--- src/shared/tsreg_pkg.sv ---
// Package for the timestamp value, tick rate and identification register bank.
// Assumes both programming ports use 12-bit byte addresses within one 4KB region.
package tsreg_pkg;

  // Bus and counter widths
  localparam int ADDR_W = 12;
  localparam int DATA_W = 32;
  localparam int CNT_W  = 64;

  // Control programming port offsets
  localparam logic [11:0] OFF_CTL_LOWER = 12'h008;
  localparam logic [11:0] OFF_CTL_UPPER = 12'h00C;
  localparam logic [11:0] OFF_CTL_RATE  = 12'h020;

  // Read-only programming port offsets
  localparam logic [11:0] OFF_RO_LOWER  = 12'h000;
  localparam logic [11:0] OFF_RO_UPPER  = 12'h004;

  // Identification offsets, shared by both ports
  localparam logic [11:0] OFF_ID4       = 12'hFD0;
  localparam logic [11:0] OFF_ID0       = 12'hFE0;
  localparam logic [11:0] OFF_ID1       = 12'hFE4;

  // Reset values
  localparam logic [31:0] RST_RATE      = 32'h0000_0000;
  localparam logic [31:0] RST_LOWER     = 32'h0000_0000;
  localparam logic [63:0] RST_COUNT     = 64'h0000_0000_0000_0000;

  // Identification field positions and fixed size code
  localparam int          ID_FIELD_LSB  = 0;
  localparam int          ID_HIGH_LSB   = 4;
  localparam int          ID_PART_SPLIT = 8;
  localparam logic [3:0]  ID_SIZE_4KB   = 4'h0;

endpackage

--- src/core/tsreg_apb_slave.sv ---
// Slave end of one programming port with APB-style setup and access phases.
// Assumes the caller decodes the address and presents read data in the setup phase.
`timescale 1ns/1ns
module tsreg_apb_slave (
  // Clock and reset
  input  wire logic        i_ref_clk,
  input  wire logic        i_rst_b,
  // Port pins
  input  wire logic        i_psel,
  input  wire logic        i_penable,
  input  wire logic        i_pwrite,
  // Read word chosen from the address in the setup phase
  input  wire logic [31:0] i_rd_word,
  // Port answers
  output logic      [31:0] o_prdata,
  output logic             o_pready,
  output logic             o_pslverr,
  // Decoded strobes
  output logic             o_setup_rd,
  output logic             o_wr_stb
);

  ////////////////////////////////////////////////////////////////////////////////
  // Phase decode: reads sample in setup, writes commit in access
  assign o_setup_rd = i_psel & ~i_penable & ~i_pwrite;
  assign o_wr_stb   = i_psel & i_penable & i_pwrite;
  assign o_pready   = 1'b1;   // No wait states
  assign o_pslverr  = 1'b0;   // Unmapped reads return zero

  ////////////////////////////////////////////////////////////////////////////////
  // Read data flop, stable through the access phase
  always_ff @(posedge i_ref_clk) begin
    if (!i_rst_b) begin
      o_prdata <= 32'h0000_0000;
    end else if (o_setup_rd) begin
      o_prdata <= i_rd_word;
    end
  end

endmodule

--- src/core/tsreg_counter.sv ---
// Local 64-bit timestamp count with whole-word load.
// Assumes enable and halt come from control logic on the same clock.
`timescale 1ns/1ns
module tsreg_counter #(
  parameter int CNT_W = 64
) (
  // Clock and reset
  input  wire logic             i_ref_clk,
  input  wire logic             i_rst_b,
  // Controls
  input  wire logic             i_enable,
  input  wire logic             i_halt,
  input  wire logic             i_load,
  input  wire logic [CNT_W-1:0] i_load_value,
  // Count
  output logic      [CNT_W-1:0] o_count
);

  logic [CNT_W-1:0] next_count;

  ////////////////////////////////////////////////////////////////////////////////
  // Load wins; otherwise step only while enabled and not halted
  assign next_count = i_load ? i_load_value :
                      (i_enable & ~i_halt) ? o_count + CNT_W'(1) : o_count;

  always_ff @(posedge i_ref_clk) begin
    if (!i_rst_b) begin
      o_count <= CNT_W'(0);
    end else begin
      o_count <= next_count;
    end
  end

endmodule

--- src/core/tsreg_top.sv ---
// Timestamp value, tick rate and identification register bank with its counter.
// Assumes a control port and a read-only port, both on i_ref_clk, APB-style.
//
// Contract
// - Writing the upper value register loads all 64 bits at once from held lower and new upper.
// - Reading the upper value register returns count bits 63 to 32.
// - The tick rate register is reachable only from the control port.
// - The tick rate is one 32-bit read-write field filling the register.
// - Bits 7 to 4 of the size and continuation identification register read zero.
// - Bits 3 to 0 of that register return the fixed designer continuation code.
// - Bits 7 to 0 of the part-low identification register return part number bits 7 to 0.
// - Bits 3 to 0 of the next identification register return part number bits 11 to 8.
// - Bits 7 to 4 of that register return the low designer identity nibble.
// - The read-only port reads the value words and its writes never change the count.
// - The count steps only while the counter enable bit is one and the halt input is zero, and otherwise holds unless an upper value write loads it.
`timescale 1ns/1ns
module tsreg_top #(
  parameter logic [11:0] PART_NUMBER  = 12'h2C5,  // Arbitrary value
  parameter logic [3:0]  DESIGNER_LOW = 4'hA,     // Arbitrary value
  parameter logic [3:0]  DESIGNER_CONT = 4'h5     // Arbitrary value
) (
  // Clock and reset
  input  wire logic        i_ref_clk,
  input  wire logic        i_rst_b,
  // Control programming port
  input  wire logic        i_ctl_psel,
  input  wire logic        i_ctl_penable,
  input  wire logic        i_ctl_pwrite,
  input  wire logic [11:0] i_ctl_paddr,
  input  wire logic [31:0] i_ctl_pwdata,
  output logic      [31:0] o_ctl_prdata,
  output logic             o_ctl_pready,
  output logic             o_ctl_pslverr,
  // Read-only programming port
  input  wire logic        i_ro_psel,
  input  wire logic        i_ro_penable,
  input  wire logic        i_ro_pwrite,
  input  wire logic [11:0] i_ro_paddr,
  input  wire logic [31:0] i_ro_pwdata,
  output logic      [31:0] o_ro_prdata,
  output logic             o_ro_pready,
  output logic             o_ro_pslverr,
  // Counter controls from the control register
  input  wire logic        i_counter_enable_bit,
  input  wire logic        i_halt_on_debug,
  // Counter view
  output logic      [63:0] o_count,
  output logic             o_count_loaded,
  output logic      [31:0] o_ticks_per_second
);

  ////////////////////////////////////////////////////////////////////////////////
  // Declarations
  logic [31:0] count_value_lower;   // Held lower word awaiting upper write
  logic [31:0] base_tick_rate;
  logic [31:0] ident_size_designer_cont;
  logic [31:0] ident_part_low;
  logic [31:0] ident_part_high_designer_low;
  logic [31:0] ctl_rd_word;
  logic [31:0] ro_rd_word;
  logic [63:0] load_value;
  logic        ctl_setup_rd;
  logic        ctl_wr_stb;
  logic        ro_setup_rd;
  logic        ro_wr_stb;
  logic        wr_lower;
  logic        wr_upper;
  logic        wr_rate;
  logic        ctl_hit_id4;
  logic        ctl_hit_id0;
  logic        ctl_hit_id1;
  logic        ro_hit_id4;
  logic        ro_hit_id0;
  logic        ro_hit_id1;

  ////////////////////////////////////////////////////////////////////////////////
  // Identification constants, reserved bits zero
  assign ident_size_designer_cont     = {24'h00_0000, tsreg_pkg::ID_SIZE_4KB,
                                         DESIGNER_CONT};
  assign ident_part_low               = {24'h00_0000,
                                         PART_NUMBER[tsreg_pkg::ID_PART_SPLIT-1:0]};
  assign ident_part_high_designer_low = {24'h00_0000, DESIGNER_LOW,
                                         PART_NUMBER[11:tsreg_pkg::ID_PART_SPLIT]};

  ////////////////////////////////////////////////////////////////////////////////
  // Control port address decode
  assign ctl_hit_id4 = (i_ctl_paddr == tsreg_pkg::OFF_ID4);
  assign ctl_hit_id0 = (i_ctl_paddr == tsreg_pkg::OFF_ID0);
  assign ctl_hit_id1 = (i_ctl_paddr == tsreg_pkg::OFF_ID1);
  assign wr_lower    = ctl_wr_stb & (i_ctl_paddr == tsreg_pkg::OFF_CTL_LOWER);
  assign wr_upper    = ctl_wr_stb & (i_ctl_paddr == tsreg_pkg::OFF_CTL_UPPER);
  assign wr_rate     = ctl_wr_stb & (i_ctl_paddr == tsreg_pkg::OFF_CTL_RATE);

  // Control port read mux; identification writes fall through to nothing
  assign ctl_rd_word =
    (i_ctl_paddr == tsreg_pkg::OFF_CTL_LOWER) ? o_count[31:0]  :
    (i_ctl_paddr == tsreg_pkg::OFF_CTL_UPPER) ? o_count[63:32] :
    (i_ctl_paddr == tsreg_pkg::OFF_CTL_RATE)  ? base_tick_rate :
    ctl_hit_id4 ? ident_size_designer_cont :
    ctl_hit_id0 ? ident_part_low :
    ctl_hit_id1 ? ident_part_high_designer_low : 32'h0000_0000;

  ////////////////////////////////////////////////////////////////////////////////
  // Read-only port decode; tick rate is not mapped here
  assign ro_hit_id4 = (i_ro_paddr == tsreg_pkg::OFF_ID4);
  assign ro_hit_id0 = (i_ro_paddr == tsreg_pkg::OFF_ID0);
  assign ro_hit_id1 = (i_ro_paddr == tsreg_pkg::OFF_ID1);
  assign ro_rd_word =
    (i_ro_paddr == tsreg_pkg::OFF_RO_LOWER) ? o_count[31:0]  :
    (i_ro_paddr == tsreg_pkg::OFF_RO_UPPER) ? o_count[63:32] :
    ro_hit_id4 ? ident_size_designer_cont :
    ro_hit_id0 ? ident_part_low :
    ro_hit_id1 ? ident_part_high_designer_low : 32'h0000_0000;

  ////////////////////////////////////////////////////////////////////////////////
  // Port slaves
  tsreg_apb_slave u_ctl_port (
    .i_ref_clk  (i_ref_clk),
    .i_rst_b    (i_rst_b),
    .i_psel     (i_ctl_psel),
    .i_penable  (i_ctl_penable),
    .i_pwrite   (i_ctl_pwrite),
    .i_rd_word  (ctl_rd_word),
    .o_prdata   (o_ctl_prdata),
    .o_pready   (o_ctl_pready),
    .o_pslverr  (o_ctl_pslverr),
    .o_setup_rd (ctl_setup_rd),
    .o_wr_stb   (ctl_wr_stb)
  );

  // Writes decoded here are dropped on purpose
  tsreg_apb_slave u_ro_port (
    .i_ref_clk  (i_ref_clk),
    .i_rst_b    (i_rst_b),
    .i_psel     (i_ro_psel),
    .i_penable  (i_ro_penable),
    .i_pwrite   (i_ro_pwrite),
    .i_rd_word  (ro_rd_word),
    .o_prdata   (o_ro_prdata),
    .o_pready   (o_ro_pready),
    .o_pslverr  (o_ro_pslverr),
    .o_setup_rd (ro_setup_rd),
    .o_wr_stb   (ro_wr_stb)
  );

  ////////////////////////////////////////////////////////////////////////////////
  // Held lower word and tick rate registers
  always_ff @(posedge i_ref_clk) begin
    if (!i_rst_b) begin
      count_value_lower <= tsreg_pkg::RST_LOWER;
      base_tick_rate    <= tsreg_pkg::RST_RATE;
    end else begin
      if (wr_lower) begin
        count_value_lower <= i_ctl_pwdata;
      end
      if (wr_rate) begin
        base_tick_rate <= i_ctl_pwdata;
      end
    end
  end

  assign o_ticks_per_second = base_tick_rate;

  ////////////////////////////////////////////////////////////////////////////////
  // Whole 64-bit load on the upper word write
  assign load_value = {i_ctl_pwdata, count_value_lower};

  tsreg_counter #(
    .CNT_W (tsreg_pkg::CNT_W)
  ) u_counter (
    .i_ref_clk    (i_ref_clk),
    .i_rst_b      (i_rst_b),
    .i_enable     (i_counter_enable_bit),
    .i_halt       (i_halt_on_debug),
    .i_load       (wr_upper),
    .i_load_value (load_value),
    .o_count      (o_count)
  );

  // Pulse marks the cycle the loaded count appears
  always_ff @(posedge i_ref_clk) begin
    if (!i_rst_b) begin
      o_count_loaded <= 1'b0;
    end else begin
      o_count_loaded <= wr_upper;
    end
  end
endmodule

--- config.mk ---
export PLATFORM = sky130hd
export DESIGN_NAME = tsreg_top
export DESIGN_NICKNAME = d
export VERILOG_FILES = /design/src/shared/tsreg_pkg.sv /design/src/core/tsreg_apb_slave.sv /design/src/core/tsreg_counter.sv /design/src/core/tsreg_top.sv
export SDC_FILE = /design/constraint.sdc
export NUM_CORES = 1
export LEC_CHECK = 0
export BUFFER_PORTS_ARGS = -buffer_cell sky130_fd_sc_hd__buf_2
export CAP_MARGIN = 10
export CORE_UTILIZATION = 47
export CTS_CLUSTER_SIZE = 30
export DETAILED_ROUTE_END_ITERATION = 8
export GPL_TIMING_DRIVEN = 0
export PLACE_DENSITY = 0.8
export SETUP_SLACK_MARGIN = 0.05
export SYNTH_ARGS = -nofsm -noshare
export SYNTH_HDL_FRONTEND = slang
export SYNTH_SLANG_ARGS = --single-unit
--- constraint.sdc ---
create_clock -name i_ref_clk -period 2.17 [get_ports i_ref_clk]
set_input_delay 0.1085 -clock i_ref_clk [delete_from_list [all_inputs] [get_ports i_ref_clk]]
set_output_delay 0.1085 -clock i_ref_clk [all_outputs]
set_load 0.01 [all_outputs]
==> flow_summary.json, run 1 <==
{
  "synth_warnings": 0,
  "max_freq_mhz": 377,
  "power_mw": 7.24,
  "synth-seq-cells": 193,
  "r2r_cells": 6,
  "timing.final.crit_share_pct": 122,
  "portBuffers": 226,
  "fp.dieH_um": 140,
  "critPathMostFrequentCell": "or4_4",
  "clockBufferDepth": 2,
  "wl_mm": 40.8,
  "hp-start": "i_ctl_paddr[1]",
  "row_count": 50,
  "crit_arrival_ns": 3.02,
  "fill_cells": 1534,
  "place_congestion": 0.966,
  "cts.htree.levels": 4,
  "ioPinCount": 263,
  "setup_viol": 21,
  "core_sq_um": 18800,
  "slew_headroom_pct": 31.0,
  "cp.required_ns": 2.54,
  "cp_max_fo": 5,
  "max_cap_viol_count": 0,
  "grt_usage_pct": 39.7,
  "synth_top_area_share_pct": 42.9,
  "final_common_cell": "buf_2",
  "synth_edf_count": 0,
  "die_w_um": 140,
  "insertion_delay_ns": 0.45,
  "nets": 1578,
  "drcViolationCount": 0,
  "rsz0062_at_grt": "yes",
  "crit_path_start": "u_counter.o_count[23]",
  "via_per_inst": 6.61,
  "r2r-end": "u_counter.o_count[53]",
  "yosysUniqueCellTypes": 51,
  "syn-mean-instance-area_sq_um": 8.01,
  "status": "finished, violations left",
  "r2r-start": "u_counter.o_count[23]",
  "dr_wl_met3_mm": 5.87,
  "die-area_sq_um": 19700,
  "yosys.area.top_type": "dfxtp_1",
  "grt_pass1_vias": 10300,
  "netlist_instances": 1124,
  "hold_path.class": "in -> reg",
  "cts_made_buffers": 17,
  "grt_overflow": 0,
  "worstSetupPathType": "reg -> reg",
  "fin_skew_ns": 0.00906,
  "cts_tree": "yes",
  "grt_pass1_wl_mm": 59.2,
  "syn_area_sq_um": 9010,
  "ys_top_cells_by_area": "dfxtp_1 (43%), nand2_1 (6.8%), a21oi_1 (5.8%)",
  "first_pass_iters": 7,
  "holdWs_ns": 0.0302,
  "antenna_found_initial": 0,
  "critPathCaptureType": "register",
  "synth_seq_area_share_pct": 42.9,
  "antenna_cells": 0,
  "syn2layout_area_growth_pct": 40.1,
  "synth_flop_cell": "dfxtp_1",
  "period_minus_slack_ns": 2.65,
  "tightest_slew_ns": 1.02,
  "peakVddDrop_mv": 0.581,
  "crit_slowest_cell": "or4_4",
  "setup_ws_ns": -0.484,
  "post_drt_wl_per_cell_um": 23.7,
  "slowest_delay_ns": 0.60,
  "async_flop_share_pct": 0,
  "vias": 11400,
  "layout_common_cells": "buf_2 (232), nand2_1 (163), dfxtp_1 (148)",
  "initial_core_util_pct": 48.0,
  "p_leak_nw": 5.13,
  "slew_viol_final": 0,
  "powerDensity_nw_per_um2": 574,
  "min_delay_worst_endpoint": "u_ctl_port.o_prdata[6]",
  "grt_max_degree": 17,
  "highest_layer": "met4",
  "drive_gt1_share_pct": 32.0,
  "cts-root-buf": "clkbuf_16",
  "whs_path_depth": 4,
  "cts.clk_slew.worst_paths_ns": 0.07,
  "crit_chain": "nand4_1, or4_4, or4_4, buf_4, or4_1, a31oi_1",
  "met2_length_mm": 17.4,
  "ant_nets": 0,
  "drtIter0Drc": 1817,
  "post-route-util_pct": 67.2,
  "violations": "negative setup slack",
  "numClockSinks": 193,
  "hpwl_mm": 27.3,
  "place_ws_ns": -0.890,
  "wl_met1_mm": 15.1,
  "hold_violations": 0,
  "worstSetupStartpointType": "register",
  "r2r_slack_ns": -0.48
}
==> per-layer routing <==
| metal | global-route usage, % | up-vias |
|---|---|---|
| met4 | 20.7 | 0 |
| met2 | 60.4 | 1034 |
| met5 | 0 | - |
| met1 | 51.1 | 5276 |
| li1 | - | 4852 |
| met3 | 11.2 | 254 |
==> critical path: cells and delay by family (launching register included) <==
kind,cells,cell delay (ns)
AO/OA/AOI/OAI,1,0.21
AND/OR/NAND/NOR,4,1.81
buffers and inverters,1,0.17
flip-flops,1,0.37
==> Yosys cell counts, drive strengths merged (2+ instances only) <==
| master | instances |
|---|---|
| a221oi | 48 |
| o211ai | 6 |
| clkbuf | 91 |
| nor3 | 36 |
| a311oi | 3 |
| inv | 9 |
| or4 | 26 |
| a31o | 2 |
| a22oi | 6 |
| nand4b | 2 |
| nor4 | 17 |
| xnor2 | 20 |
| nand3 | 34 |
| and4 | 7 |
| a2bb2oi | 21 |
| nor4b | 3 |
| nand2b | 10 |
| or3 | 12 |
| nor2 | 84 |
| nor2b | 4 |
| o31ai | 14 |
| o21ai | 74 |
| o2111ai | 6 |
| buf | 11 |
| and2 | 7 |
| nand4 | 30 |
| a211oi | 19 |
| o221ai | 2 |
| and3 | 6 |
| nand2 | 163 |
| xor2 | 20 |
| a221o | 5 |
| a31oi | 18 |
| dfxtp | 193 |
| conb | 2 |
| a21oi | 104 |
==> metrics by stage <==
stage | std cells | TNS, ns | area [sq um]
final | 1726 | -4.07 | 12600
after global routing | 1726 | -5.19 | 12600
after CTS | 1689 | -4.06 | 12100
after detailed placement | 1586 | -92.83 | 10500
after global placement | 1586 | -85.01 | 10500
after floorplan | 1126 | -1.42 | 9090
==> report_power, final <==
group,total [mW],leakage [nW],switching [mW],internal (mW)
registers,3.57,1.59,0.0200,3.55
logic,0.504,3.28,0.313,0.191
clock network,3.16,0.268,1.48,1.68
total,7.24,5.13,1.82,5.42
==> area by class of cell <==
cell class              instances  area, sq um  area share (%)
well taps                     234          293            2.32
plain buffers                  95          468            3.71
repair buffers                341         2160            17.1
inverters                       9         33.8           0.268
multi-input cells             822         5120            40.6
clock inverters                11          104           0.823
flip-flops and latches        193         3960            31.4
clock buffers                  21          470            3.73
==> kinds of logic (layout without fill, tap and decap cells) <==
| family | after synthesis | after routing | synth area share (%) |
|---|---|---|---|
| xor gates and xnor gates | 40 | 40 | 3.89 |
| buffers and inverters | 111 | 477 | 4.99 |
| other | 2 | 4 | 0.0834 |
| muxes | 1 | 1 | 0.111 |
| DFF | 193 | 193 | 42.9 |
| and+or+nand+nor | 445 | 445 | 24.2 |
| AOI/OAI and AO/OA | 331 | 331 | 23.7 |
| adders and majority gates | 1 | 1 | 0.139 |
==> registers in the layout, summed over array words and instances, names as in the netlist <==
| name | flops |
|---|---|
| o_count_loaded | 1 |
| u_ro_port.o_prdata | 32 |
| u_ctl_port.o_prdata | 32 |
| count_value_lower | 32 |
| u_counter.o_count | 64 |
| o_ticks_per_second | 32 |
==> how the worst max path moves through the flow <==
stage / slack (ns) / endpoint
after floorplan: -0.23 / u_counter.o_count[61]
after global placement: -0.86 / u_ctl_port.o_prdata[12]
after detailed placement: -0.89 / u_ctl_port.o_prdata[4]
after CTS: -0.37 / u_counter.o_count[61]
after global routing: -0.51 / u_counter.o_count[53]
final: -0.48 / u_counter.o_count[53]
==> what timing repair did <==
| action | CTS | global route |
|---|---|---|
| setup buffers | 39 | 42 |
| hold buffers | 32 | 0 |
| endpoints found under the setup margin | 141 | 119 |
| pin swaps | 26 | 48 |
| cloned | 0 | 3 |
| resized for setup | 92 | 104 |
| endpoints found under the hold margin | 70 | 0 |
No activity file was read; power rests on OpenSTA's default activity.
==> inputs of run 2 (changes only) <==
ABC_AREA = 1   (was not set)
CORE_UTILIZATION = 49   (was 47)
PLACE_DENSITY = 0.81   (was 0.8)
REMOVE_ABC_BUFFERS = 1   (was not set)
==> flow_summary.json, run 2 <==
{
  "r2r_cells": 11,
  "cp.required_ns": 2.54,
  "p_leak_nw": 5.35,
  "syn_area_sq_um": 10500,
  "r2r_slack_ns": 0.20,
  "vias": 11800,
  "nets": 1956,
  "initial_core_util_pct": 49.9,
  "largest_reg_flops": 64,
  "synth-seq-cells": 193,
  "hpwl_mm": 27.2,
  "peakVddDrop_mv": 0.488,
  "final_cells": 2145,
  "slew_viol_final": 0,
  "synth_edf_count": 0,
  "setup_viol": 0,
  "cts.clk_slew.worst_paths_ns": 0.07,
  "grt_pass1_wl_mm": 58.2,
  "antenna_found_initial": 0,
  "cts_tree": "yes",
  "hold_path.class": "in -> reg",
  "ioPinCount": 263,
  "wl_mm": 37.9,
  "cts-root-buf": "clkbuf_16",
  "hold_violations": 0,
  "slew_headroom_pct": 14.2,
  "crit_path_end": "u_counter.o_count[54]",
  "numClockSinks": 193,
  "drcViolationCount": 0,
  "timing.final.crit_share_pct": 90.8,
  "antenna_cells": 0,
  "yosys.area.top_type": "dfxtp_1",
  "synth_flop_cell": "dfxtp_1",
  "grt_overflow": 0,
  "crit_arrival_ns": 2.34,
  "grt_usage_pct": 33.9,
  "synth_common_cells": "nand2_1 (423), inv_1 (207), dfxtp_1 (193), nor2_1 (186), a21oi_1 (141)",
  "post_drt_wl_per_cell_um": 17.7,
  "die_w_um": 148,
  "cts_made_buffers": 17,
  "via_per_inst": 5.52,
  "max_freq_mhz": 507,
  "placedCellCount": 2078,
  "rsz0062_at_grt": "no",
  "setup_ws_ns": 0.199,
  "worstSetupPathType": "reg -> reg",
  "place_congestion": 0.942,
  "ys_top_cells_by_area": "dfxtp_1 (37%), nand2_1 (15%), inv_1 (7.4%)",
  "grt_pass1_vias": 10800,
  "fin_skew_ns": 0.0149,
  "ant_nets": 0,
  "first_pass_iters": 6,
  "drtIter0Drc": 951,
  "portBuffers": 226,
  "die-area_sq_um": 22000,
  "synth_seq_area_share_pct": 36.8,
  "row_count": 53,
  "powerDensity_nw_per_um2": 578,
  "synth_top_area_share_pct": 36.8,
  "status": "finished clean",
  "r2r-start": "u_counter.o_count[1]",
  "worstSetupStartpointType": "register",
  "place_ws_ns": -1.43,
  "cp_max_fo": 7,
  "crit_path_start": "u_counter.o_count[1]",
  "critPathCaptureType": "register",
  "netlist_instances": 1645,
  "synth_warnings": 0,
  "core_sq_um": 21000,
  "max_cap_viol_count": 0,
  "syn-mean-instance-area_sq_um": 6.38,
  "period_minus_slack_ns": 1.97,
  "regMostFlops": "u_counter.o_count",
  "grt_max_degree": 57,
  "layout_common_cells": "nand2_1 (421), buf_2 (225), inv_1 (206)",
  "synth.most_common_cell": "nand2_1",
  "drive_gt1_share_pct": 18.9,
  "insertion_delay_ns": 0.45,
  "tightest_slew_ns": 1.28,
  "r2r-end": "u_counter.o_count[54]",
  "fp.dieH_um": 148,
  "yosysUniqueCellTypes": 35,
  "post-route-util_pct": 62.0,
  "async_flop_share_pct": 0,
  "final_common_cell": "nand2_1",
  "clockBufferDepth": 2,
  "cts.htree.levels": 4,
  "syn2layout_area_growth_pct": 24.1
}
## run 2: worst max-delay path: stages, from the launching register on
cell     delay [ns]
dfxtp_2        0.43
ha_4           0.20
inv_1          0.08
nor2_4         0.17
nand3_2        0.18
nor2_4         0.17
nand2_1        0.14
nor2_2         0.13
nand3_1        0.08
nand2_1        0.10
nand2_1        0.07
a21oi_1        0.14
## run 2: worst min path at each step
stage                startpoint               endpoint  slack [ns]  cells past startpoint
6_report        i_ctl_pwdata[8]  o_ticks_per_second[8]       0.003                      3
5_1_grt         i_ctl_pwdata[8]  o_ticks_per_second[8]        0.02                      3
4_1_cts         i_ctl_pwdata[8]  o_ticks_per_second[8]       0.002                      3
3_5_place_dp    i_ctl_pwdata[0]  u_counter.o_count[32]        0.42                      3
3_3_place_gp   i_ctl_pwdata[19]  count_value_lower[19]        0.42                      3
2_1_floorplan           i_rst_b  u_counter.o_count[29]        0.21                      2
## run 2: cell families (layout without fill, tap and decap cells)
kind of cell | Yosys count | after routing | share of synthesized area, %
other | 2 | 4 | 0.0715
adders and majority gates | 1 | 1 | 0.119
DFF | 193 | 193 | 36.8
AOI/OAI and AO/OA | 337 | 337 | 17.6
xor gates and xnor gates | 40 | 40 | 3.34
and+or+nand+nor | 778 | 778 | 30.9
buffers and inverters | 294 | 517 | 11.1
## run 2: layout make-up
cell class,instances,area [sq um]
timing repair buffer,274,1750
clock buffer,21,460
tap,275,344
sequential,193,3900
fill,1937,7990
multi-input combinational,1160,5600
clock inverter,11,175
inverter,211,805
## run 2: per-layer routing
metal | GRT usage (%) | wire, um | vias up | share of wire [%]
met5 | 0 | 0 | - | 0
met4 | 10.1 | 810 | 0 | 2.1
met3 | 5.40 | 2760 | 72 | 7.3
met2 | 57.1 | 18200 | 563 | 48
met1 | 44.4 | 16100 | 5492 | 43
li1 | - | - | 5713 | -
## run 2: repair_timing
action,4_1_cts,5_1_grt
buffers inserted,0,7
hold endpoints to repair,44,0
setup endpoints to repair,58,48
gates resized for setup,12,37
hold buffers,27,0
pin swaps,0,2
## run 2: power by group
part / leakage (nW) / internal (mW) / switching (mW)
logic: 3.48 / 0.169 / 0.287
registers: 1.57 / 3.57 / 0.0220
clock network: 0.305 / 2.01 / 1.48
## run 2: metrics by stage
step,hold WS (ns),area (sq um),total power [mW],setup TNS [ns]
3_3_place_gp,0.420,11600,4.04,-376.49
6_report,0.00319,13000,7.53,0
4_1_cts,0.00200,12900,7.50,0
2_1_floorplan,0.206,10100,3.84,-53.75
5_1_grt,0.0219,13000,7.71,0
3_5_place_dp,0.423,11900,4.07,-66.81
==> inputs of run 3 (changes only) <==
PLACE_DENSITY = 0.84   (was 0.81)
TNS_END_PERCENT = 100   (was not set)
==> flow_summary.json, run 3 (same netlist as run 2, synthesis figures left out) <==
{
  "core_sq_um": 21000,
  "register_area_sq_um": 3900,
  "crit_arrival_ns": 2.40,
  "ant_nets": 0,
  "cp_max_fo": 7,
  "grt_max_degree": 60,
  "cts.clk_slew.worst_paths_ns": 0.08,
  "hold_path.class": "in -> reg",
  "multi_input_area_sq_um": 5590,
  "cp.required_ns": 2.52,
  "worstSetupStartpointType": "register",
  "grt_usage_pct": 34.4,
  "drtIter0Drc": 939,
  "clockBufferDepth": 2,
  "cpLargestDelayFamily": "simple AND/OR/NAND/NOR gates",
  "initial_core_util_pct": 49.9,
  "hpwl_mm": 27.6,
  "status": "finished clean",
  "post-route-util_pct": 61.7,
  "p_sw_share_pct": 25.4,
  "drive_gt1_share_pct": 18.5,
  "layout_common_cells": "nand2_1 (421), buf_2 (225), inv_1 (206)",
  "ioPinCount": 263,
  "vias": 11800,
  "powerDensity_nw_per_um2": 552,
  "crit_chain": "nand2_1, nor2_2, nand2_1, nor2_1, nand2_1, o21ai_0, nand2_1, nand2_1, nand3_1, nand2_1, inv_1",
  "setup_ws_ns": 0.114,
  "power_frac_comb_pct": 6.5,
  "antenna_found_initial": 0,
  "tightest_slew_ns": 1.03,
  "row_count": 53,
  "p_leak_nw": 5.30,
  "timing.final.crit_share_pct": 94.8,
  "grt_pass1_vias": 11100,
  "nets": 1954,
  "slowest_delay_ns": 0.48,
  "critPathCaptureType": "register",
  "post_drt_wl_per_cell_um": 17.7,
  "regMostFlops": "u_counter.o_count",
  "p_sw_mw": 1.82,
  "antenna_cells": 0,
  "cts.htree.levels": 4,
  "cts_tree": "yes",
  "largest_reg_flops": 64,
  "slew_headroom_pct": 31.4,
  "numClockSinks": 193,
  "grt_pass1_wl_mm": 58.9,
  "final_common_cell": "nand2_1",
  "die-area_sq_um": 22000,
  "die_w_um": 148,
  "path_buf_inv": 1,
  "first_pass_iters": 6,
  "hold_violations": 0,
  "critPathMostFrequentCell": "nand2_1",
  "fill_cells": 1912,
  "p_clk_share_pct": 43.4,
  "cts-root-buf": "clkbuf_16",
  "final_area_sq_um": 13000,
  "seqPwrFrac_pct": 50.1,
  "syn2layout_area_growth_pct": 23.4,
  "insertion_delay_ns": 0.44,
  "cts_made_buffers": 17,
  "slew_viol_final": 0,
  "fp.dieH_um": 148,
  "placed_area_sq_um": 11900,
  "worstSetupPathType": "reg -> reg",
  "wl_mm": 38.0,
  "power_mw": 7.16,
  "rsz0062_at_grt": "no",
  "fin_skew_ns": 0.0119,
  "internal_power_mw": 5.34,
  "period_minus_slack_ns": 2.06,
  "drcViolationCount": 0,
  "portBuffers": 226,
  "max_cap_viol_count": 0,
  "place_congestion": 0.931,
  "peakVddDrop_mv": 0.509,
  "max_freq_mhz": 486,
  "place_ws_ns": -1.38,
  "grt_overflow": 0,
  "via_per_inst": 5.52,
  "setup_viol": 0,
  "crit_slowest_cell": "dfxtp_1"
}
-- run 3: layer usage --
metal  up-vias  wire (um)  global-route usage (%)  part of all wire (%)
met3        91       3260                    6.13                   8.6
met5         -          0                       0                     0
met1      5425      15900                    44.3                    42
li1       5699          -                       -                     -
met2       617      17900                    57.3                    47
met4         0       1010                    13.0                   2.7
-- run 3: final timing paths --
path / from / endpoint / slack, ns / cells after the start
setup reg to reg: u_counter.o_count[35] / u_counter.o_count[59] / 0.11 / 11
hold reg to reg: count_value_lower[2] / count_value_lower[2] / 0.44 / 2
setup / recovery: u_counter.o_count[35] / u_counter.o_count[59] / 0.11 / 11
hold / removal: i_ctl_pwdata[23] / o_ticks_per_second[23] / 0.02 / 3
-- run 3: timing repair --
item | CTS | global route
pin swaps | 0 | 1
endpoints found under the setup margin | 58 | 36
endpoints found under the hold margin | 51 | 0
resized for setup | 12 | 34
hold buffers | 28 | 0
buffers inserted | 0 | 3
-- run 3: per-stage QoR --
step | instances | TNS, ns | hold WS (ns)
global route | 2143 | 0 | 0.00643
floorplan | 1564 | -53.75 | 0.206
global placement | 2065 | -375.15 | 0.415
finish | 2143 | 0 | 0.0181
CTS | 2138 | 0 | 0.00157
detailed placement | 2078 | -61.99 | 0.422
-- run 3: worst register-to-register path, cell delays in order, from the launching register on --
cell and delay (ns):
dfxtp_1 0.48, nand2_1 0.16, nor2_2 0.24, nand2_1 0.12, nor2_1 0.28, nand2_1 0.18, o21ai_0 0.20, nand2_1 0.07
nand2_1 0.06, nand3_1 0.07, nand2_1 0.06, inv_1 0.04
-- run 3: layout make-up --
| cell class | instances | area share (%) |
|---|---|---|
| multi-input combinational | 1160 | 43.1 |
| sequential | 193 | 30.1 |
| timing repair buffer | 272 | 13.6 |
| inverter | 211 | 6.21 |
| clock buffer | 19 | 3.34 |
| tap | 275 | 2.65 |
| clock inverter | 13 | 1.01 |
-- run 3: power by group through the flow --
| stage | Sequential [mW] | Combinational [mW] | Clock (mW) |
|---|---|---|---|
| detailed placement | 3.67 | 0.400 | 0 |
| floorplan | 3.68 | 0.158 | 0 |
| global placement | 3.67 | 0.369 | 0 |
| global route | 3.59 | 0.499 | 3.26 |
| CTS | 3.59 | 0.443 | 3.13 |
| finish | 3.59 | 0.463 | 3.11 |
